--- src/pkg/dcp_pkg.sv ---
// Constants and types for the diskette command port and transfer abort logic
package dcp_pkg;
  localparam logic [7:0]  CMD_OFS     = 8'h00;
  localparam logic [7:0]  XCTL_OFS    = 8'h04;
  localparam logic [7:0]  STAT_OFS    = 8'h08;
  localparam logic [7:0]  CMD_RST     = 8'h01;
  localparam int          CMD_STEP_N  = 0;
  localparam int          CMD_DIR     = 1;
  localparam int          CMD_DSEL0   = 2;
  localparam int          CMD_DSEL1   = 3;
  localparam int          CMD_RESTORE = 4;
  localparam int          CMD_LOAD_L  = 5;
  localparam int          CMD_LOAD_R  = 6;
  localparam int          CMD_UNIT_L  = 7;
  localparam int          XC_GO       = 0;
  localparam int          XC_DATA     = 1;
  localparam int          XC_WRITE    = 2;
  localparam int          FL_POC      = 0;
  localparam int          FL_NOSYNC   = 1;
  localparam int          FL_MEMNR    = 2;
  localparam int          FL_SECTOR   = 3;
  localparam int          FL_WMISS    = 4;
  localparam int          FL_NOCOMP   = 5;
  localparam int          FL_DONE     = 6;
  localparam int          CLK_NS      = 20;
  localparam int          STEP_NS     = 1000;
  localparam logic [7:0]  STEP_CYC    = 8'((STEP_NS + CLK_NS - 1) / CLK_NS);
  localparam logic [15:0] DATA_LEN    = 16'h1000;
  localparam logic [15:0] HDR_LEN     = 16'h0010;
  localparam logic [15:0] WIN_CYC     = 16'h07d0;

  typedef struct packed {
    logic [7:0]  cmd;
    logic [7:0]  step_cnt;
    logic        active;
    logic        is_data;
    logic        is_write;
    logic [15:0] count;
    logic [15:0] win;
    logic [6:0]  flags;
    logic        saw_index;
    logic        idx_d;
    logic        sec_d;
    logic [31:0] prdata;
  } dcp_state_t;
endpackage

--- src/hdl/dcp_ctrl.sv ---
// Diskette command port, DMA transfer sequencing and abort detection
//
// Implementation choices: the APB register port and the register addresses.
`timescale 1ns/1ps
`default_nettype none
module dcp_ctrl
  import dcp_pkg::*;
#(
  parameter logic [15:0] DATA_WORDS = DATA_LEN,
  parameter logic [15:0] HDR_WORDS  = HDR_LEN,
  parameter logic [15:0] WIN_CYCLES = WIN_CYC
) (
  input  wire logic        pclk,
  input  wire logic        presetn,
  input  wire logic        psel,
  input  wire logic        penable,
  input  wire logic        pwrite,
  input  wire logic [7:0]  paddr,
  input  wire logic [31:0] pwdata,
  output logic [31:0]      prdata,
  output logic             pready,
  output logic             pslverr,
  input  wire logic        poc_n,
  input  wire logic        fmt_sync,
  input  wire logic        mem_ready,
  input  wire logic        index_hole,
  input  wire logic        sector_hole,
  input  wire logic        hdr_checked,
  input  wire logic        xfer_due,
  output logic             dma_req,
  output logic             dma_write,
  output logic             dma_data,
  output logic             step_pulse,
  output logic             step_dir_edge,
  output logic             restore,
  output logic [3:0]       drive_sel,
  output logic             unit_left,
  output logic             load_left,
  output logic             load_right
);
  dcp_state_t s;
  dcp_state_t next_s;

  logic       setup;
  logic       wr;
  logic       mapped;
  logic       idx_rise;
  logic       sec_rise;
  logic       sec_first;
  logic [1:0] drive_num;

  assign setup     = psel && !penable;
  assign wr        = psel && penable && pwrite;
  assign mapped    = (paddr == CMD_OFS) || (paddr == XCTL_OFS) || (paddr == STAT_OFS);
  assign idx_rise  = index_hole && !s.idx_d;
  assign sec_rise  = sector_hole && !s.sec_d;
  assign sec_first = sec_rise && s.saw_index;

  assign pready  = 1'b1;
  assign pslverr = psel && penable && !mapped;
  assign prdata  = s.prdata;

  always_comb begin
    next_s = s;
    next_s.idx_d = index_hole;
    next_s.sec_d = sector_hole;
    if (s.step_cnt != 8'h00) begin
      next_s.step_cnt = s.step_cnt - 8'h01;
    end
    if (s.win != 16'h0000) begin
      next_s.win = s.win - 16'h0001;
    end
    // Checked header opens the data write window
    if (hdr_checked) begin
      next_s.win = WIN_CYCLES;
    end
    if (idx_rise) begin
      next_s.saw_index = 1'b1;
    end
    if (sec_rise) begin
      next_s.saw_index = 1'b0;
    end
    // Clear first so that a same-cycle set wins
    if (wr && paddr == STAT_OFS) begin
      next_s.flags = s.flags & ~pwdata[6:0];
    end
    if (wr && paddr == CMD_OFS) begin
      next_s.cmd = pwdata[7:0];
      if (!pwdata[CMD_STEP_N]) begin
        next_s.step_cnt = STEP_CYC;
      end
    end
    if (s.active) begin
      if (!poc_n) begin
        next_s.flags[FL_POC] = 1'b1;
        next_s.active = 1'b0;
      end else if (sec_first) begin
        next_s.flags[FL_SECTOR] = 1'b1;
        next_s.active = 1'b0;
      end else if (xfer_due) begin
        next_s.flags[FL_NOCOMP] = 1'b1;
        next_s.active = 1'b0;
      end else if (!mem_ready) begin
        next_s.flags[FL_MEMNR] = 1'b1;
        next_s.active = 1'b0;
      end else begin
        next_s.count = s.count - 16'h0001;
        if (s.count == 16'h0001) begin
          next_s.active = 1'b0;
          next_s.flags[FL_DONE] = 1'b1;
          // Written header lets its data block follow
          if (s.is_write && !s.is_data) begin
            next_s.win = WIN_CYCLES;
          end
        end
      end
    end else if (wr && paddr == XCTL_OFS && pwdata[XC_GO]) begin
      if (!fmt_sync) begin
        next_s.flags[FL_NOSYNC] = 1'b1;
      end else if (pwdata[XC_DATA] && pwdata[XC_WRITE] && s.win == 16'h0000) begin
        next_s.flags[FL_WMISS] = 1'b1;
      end else begin
        next_s.active   = 1'b1;
        next_s.is_data  = pwdata[XC_DATA];
        next_s.is_write = pwdata[XC_WRITE];
        next_s.count    = pwdata[XC_DATA] ? DATA_WORDS : HDR_WORDS;
        if (pwdata[XC_DATA]) begin
          next_s.win = 16'h0000;
        end
      end
    end
    if (setup) begin
      case (paddr)
        XCTL_OFS: next_s.prdata = {29'h0, s.is_write, s.is_data, s.active};
        STAT_OFS: next_s.prdata = {s.count, 7'h00, (s.win != 16'h0000), s.active, s.flags};
        default:  next_s.prdata = 32'h0000_0000;
      endcase
    end
  end

  always_ff @(posedge pclk or negedge presetn) begin
    if (!presetn) begin
      s <= '{cmd: CMD_RST, default: '0};
    end else begin
      s <= next_s;
    end
  end

  assign dma_req       = s.active;
  assign dma_write     = s.is_write;
  assign dma_data      = s.is_data;
  assign step_pulse    = (s.step_cnt != 8'h00);
  assign step_dir_edge = s.cmd[CMD_DIR];
  assign restore       = s.cmd[CMD_RESTORE];
  assign unit_left     = s.cmd[CMD_UNIT_L];
  assign load_left     = s.cmd[CMD_LOAD_L];
  assign load_right    = s.cmd[CMD_LOAD_R];
  assign drive_num     = {~s.cmd[CMD_DSEL0], ~s.cmd[CMD_DSEL1]};

  genvar g;
  generate
    for (g = 0; g < 4; g++) begin : g_dsel
      assign drive_sel[g] = (drive_num == 2'(g));
    end
  endgenerate
endmodule
`default_nettype wire

--- config.mk ---
export PLATFORM = sky130hd
export DESIGN_NAME = dcp_ctrl
export DESIGN_NICKNAME = d
export VERILOG_FILES = /design/src/pkg/dcp_pkg.sv /design/src/hdl/dcp_ctrl.sv
export SDC_FILE = /design/constraint.sdc
export NUM_CORES = 1
export LEC_CHECK = 0
export BUFFER_PORTS_ARGS = -buffer_cell sky130_fd_sc_hd__buf_2
export CORE_ASPECT_RATIO = 0.6
export CORE_UTILIZATION = 25
export DETAILED_ROUTE_END_ITERATION = 10
export SYNTH_ARGS = -nofsm -noshare
export SYNTH_HDL_FRONTEND = slang
export SYNTH_SLANG_ARGS = --single-unit
--- constraint.sdc ---
create_clock -name pclk -period 3.9 [get_ports pclk]
set_input_delay 0.195 -clock pclk [delete_from_list [all_inputs] [get_ports pclk]]
set_output_delay 0.195 -clock pclk [all_outputs]
set_load 0.01 [all_outputs]
After elaboration in Yosys (flattened, before gate mapping)
Cells that the tools add are included.
{"block": "totals", "reg_bits": 93, "in_bits": 52, "out_inout_bits": 47, "elab_cells": 107}
{"block": "op_classes", "addsub": 3, "eq_ne": 11, "muxes": 44, "bitwise_logic": 6, "reduce_logical": 31}
{"op": "35-bit two-way mux", "count": 3}
{"op": "34-bit two-way mux", "count": 2}
{"op": "33-bit two-way mux", "count": 2}
{"op": "16-bit two-way mux", "count": 4}
{"op": "32-bit case mux with 2 select lines", "count": 1}
{"op": "32-bit two-way mux", "count": 1}
{"op": "16-bit by 1-bit subtractor with 16-bit output, second input constant", "count": 2}
{"op": "8-bit two-way mux", "count": 3}
{"op": "1-bit two-way mux", "count": 22}
{"op": "17-bit two-way mux", "count": 1}
{"op": "16-bit by 1-bit == test with 1-bit output, second input constant", "count": 1}
{"op": "16-bit logical NOT", "count": 1}
{"op": "16-bit nonzero test", "count": 1}
{"op": "1-bit logical AND", "count": 14}
{"op": "13-bit two-way mux", "count": 1}
{"op": "2-bit != test, second input constant", "count": 5}
{"op": "8-bit by 3-bit == test with 1-bit output, second input constant", "count": 1}
{"op": "8-bit by 4-bit == test with 1-bit output, second input constant", "count": 1}
{"op": "8-bit logical NOT", "count": 1}
{"op": "8-bit nonzero test", "count": 1}
{"op": "8-bit by 1-bit subtractor with 8-bit output, second input constant", "count": 1}
{"op": "7-bit bitwise AND", "count": 1}
{"op": "7-bit two-way mux", "count": 1}
{"op": "7-bit NOT", "count": 1}
{"op": "other kinds (10)", "count": 23}

Logic depth before layout (Yosys ltp)
{"block": "logic_depth", "word_depth": 10, "depth_mapped": 7, "ltp_nobuf": 6}

Worst setup path before layout
No wires, ideal clock.
{"block": "synth_path", "path_kind": "register to register", "from": "register s[64] (netlist bit)", "to": "register s[43] (netlist bit)", "arrival_time_ps": 2047, "setup_slack_ps": 1704, "stages_incl_launch_ff": 8, "n_path_buf": 2, "path_cell_list": "dfrtp_1 buf_6 or4_4 or3_4 o41a_1 buf_6 o31ai_4 a211oi_2"}
{"element": "start: declaration", "line": "dcp_ctrl.sv:41", "text": "dcp_state_t s;"}
{"element": "start signal: assignment", "line": "dcp_ctrl.sv:145", "text": "s <= next_s;"}

Final worst setup path
{"block": "layout_path", "from": "input port sector_hole", "to": "register s[73] (netlist bit)"}
{"block": "layout_between", "elab_chain_cells": 4}
{"element": "start: declaration", "line": "dcp_ctrl.sv:27", "text": "input wire logic sector_hole,"}
{"element": "1-bit logical AND", "line": "dcp_ctrl.sv:56", "text": "assign sec_rise = sector_hole && !s.sec_d;"}
{"element": "1-bit logical AND", "line": "dcp_ctrl.sv:57", "text": "assign sec_first = sec_rise && s.saw_index;"}
{"element": "2-bit != test (no line)"}
{"element": "7-bit AND reduction (no line)"}
No other way between the ends.
A chain may end at the register's enable or synchronous reset.

==> metrics <==
Pwr Density 417.9 mW/mm2; Seq pwr share 46.3%; Placed Area 0.004825 mm2; worst-path fanout max 18; pre-CTS setup slack 1.478 ns; P_int 1.575 mW; Slew Limit Headroom 28.19%; Tcrit/Tclk final 63.36%; worst clock skew 0.008726 ns; H-tree depth 3; vias per cell 4.534; post-synthesis register bit count 85; final max-slew violation count 0; fin area 0.005165 mm2; outcome completed; row count 37; static leakage 2.501 nW; Layout Cells excl Fill 755; hold-fix buffer count after cts 3; number of port buffers 66; first-pass GRT wire length 17370 um; Sink Count 85; routed len/inst 13.86 um; core area 0.01736 mm2; Worst Tran Pin Value 1.072 ns; grt ovf 0; die area 0.01850 mm2; Total Wirelength 10470 um; number of buffers created by CTS 9; Setup Total Neg Slack 0 ns; Final Critical Period 2.471 ns; Resize count post-CTS 0; diode count 0; # placed instances 736; RSZ-0062 raised after global routing false; Final setup violation count 0; Comb power frac 12.3%; gpl congestion 0.7948; switch share 27.02%; final-layout fill cell count 1874; Die Y 105.8 um; Area growth, synth to finish 15.15%; clock buffer depth 2; Primary FF master, synth dfrtp_1; EDFF count, synth 0; CTS root buf clkbuf_16; Final HPWL DP 7547 um; Hold Fails Final Rpt 0; pin count of the biggest net entering global routing 65; nets 573; Clock Latency Late Sink 0.35 ns; Final WS setup 1.429 ns; critical path data required time 4.13 ns; layout cells sized above 1 21.88%; Clk pwr share 41.4%; CTS tree done; cell count after synthesis 475; Cell Area, Synth 0.004486 mm2; Yosys cell types 74; critical path startpoint category input port; Initial Utilization 25.84%; crit path DAT 2.70 ns; Synth Warn # 0; Peak Freq 404.7 MHz; die width 174.9 um; via count 3423; Routed Antenna Nets 0; Worst-path clk slew 0.07 ns; initial antenna violation count 1; drt first pass iters 4; post-synthesis sequential area ratio 47.42%; Setup crit end kind flop; commonest non-fill, non-tap cell in the layout nand2_1; Residual DRC 0; hold crit path type input port to flop; syn_area_per_cell 9.443 um2; max-cap violations 0; all-layer global routing usage 11.99%; 1st-iter DRT viols 223; Async SR Flop Fraction 100.0%; crit path cell chain dlygate4sd3_1 -> buf_2 -> nand3b_1 -> nand3_1 -> and3_1 -> a22o_1 -> a211o_1; Slowest-stage cell, CP nand3_1; CP max stage delay 0.54 ns; WS Path Type input port to flop; commonest non-fill, non-tap cells in the layout nand2_1, dfrtp_1, buf_2; Util after Layout 29.75%; vias in the first global route 3227; maximum vdd ir drop 0.2003 mV; # IOs 99; Switch Pwr 583.2 uW; setup bufs post-CTS 0
-- cells by family (layout without fill, tap and decap cells) --
group / Yosys count / in the layout / share of synthesized area [%]
compound gates: 75 / 75 / 12.13
xor+xnor: 18 / 18 / 3.515
fa+ha+maj: 5 / 5 / 1.395
buf+inv: 59 / 99 / 8.284
flops: 85 / 85 / 47.42
mux: 5 / 5 / 1.144
other cells: 2 / 8 / 0.1674
simple gates: 226 / 226 / 25.94
-- cell usage after synthesis (3+ instances only) --
master	n	share of area (%)
inv_1	11	0.92
buf_6	3	0.75
nand4b_1	4	0.78
a221oi_1	3	0.59
nand2_1	91	7.6
nor2_1	31	2.6
and2_1	4	0.56
and3_1	5	0.70
buf_4	33	5.5
xor2_1	7	1.4
clkbuf_1	7	0.59
nand3b_1	3	0.50
xnor2_1	11	2.1
a21o_1	4	0.67
nor4_1	7	0.98
a31oi_1	6	0.84
nor2b_1	6	0.84
nand3_1	27	3.0
a21oi_1	19	2.1
mux2i_1	4	0.89
nor3_1	11	1.2
or4_4	3	0.75
nand2b_1	6	0.84
ha_1	5	1.4
dfrtp_1	85	47
nor2_2	7	0.98
o21ai_0	6	0.67
a22o_1	8	1.6
-- path summary, 6_finish.rpt --
path,startpoint,to,slack [ns],cells past startpoint
hold / removal,pwdata[7],unit_left,0.04,3
setup reg to reg,s[44],dma_write,1.43,5
hold reg to reg,prdata[8],prdata[8],0.46,2
setup / recovery,sector_hole,s[73],1.43,7
max in group asynchronous,presetn,restore,2.60,3
min in group asynchronous,presetn,prdata[19],0.49,2
-- layout make-up --
| class | count | area, um2 | area share (%) |
|---|---|---|---|
| Sequential cell | 85 | 2127 | 41.18 |
| Multi-Input combinational cell | 337 | 2012 | 38.95 |
| Timing Repair Buffer | 71 | 377.9 | 7.316 |
| Tap cell | 234 | 292.8 | 5.669 |
| Clock buffer | 10 | 239.0 | 4.627 |
| Clock inverter | 6 | 71.32 | 1.381 |
| Inverter | 12 | 45.04 | 0.8721 |
-- per-stage QoR --
step | hold slack, ns | power [mW]
floorplan | -0.1006 | 1.198
global placement | 0.3267 | 1.274
detailed placement | 0.3279 | 1.277
CTS | 0.03817 | 2.178
global route | 0.04449 | 2.258
finish | 0.04318 | 2.159
-- power groups by stage --
stage,logic (mW),registers (mW),clock network (mW)
floorplan,0.198,1.00,0
global placement,0.261,1.01,0
detailed placement,0.264,1.01,0
CTS,0.270,0.997,0.911
global route,0.305,1.01,0.947
finish,0.266,0.999,0.893
-- worst max-delay path: cells and delay by family --
family / cells / cell delay, ns
AND/OR/NAND/NOR: 3 / 1.23
buffers and inverters: 2 / 0.65
AO/OA/AOI/OAI: 2 / 0.62
-- per-layer routing --
| metal | global-route usage (%) | share of wire, % | vias up |
|---|---|---|---|
| li1 | - | - | 1689 |
| met3 | 3.319 | 5.1 | 13 |
| met1 | 18.53 | 55 | 1645 |
| met5 | 0 | 0 | - |
| met2 | 15.65 | 39 | 76 |
| met4 | 3.540 | 1.4 | 0 |
-- flip-flops by register name, indices dropped and copies added (netlist names) --
| register | count |
|---|---|
| dma_req | 1 |
| dma_write | 1 |
| s | 52 |
| dma_data | 1 |
| load_left | 1 |
| prdata | 25 |
| step_dir_edge | 1 |
| restore | 1 |
| load_right | 1 |
| unit_left | 1 |
(Power assumes the default switching activity.)
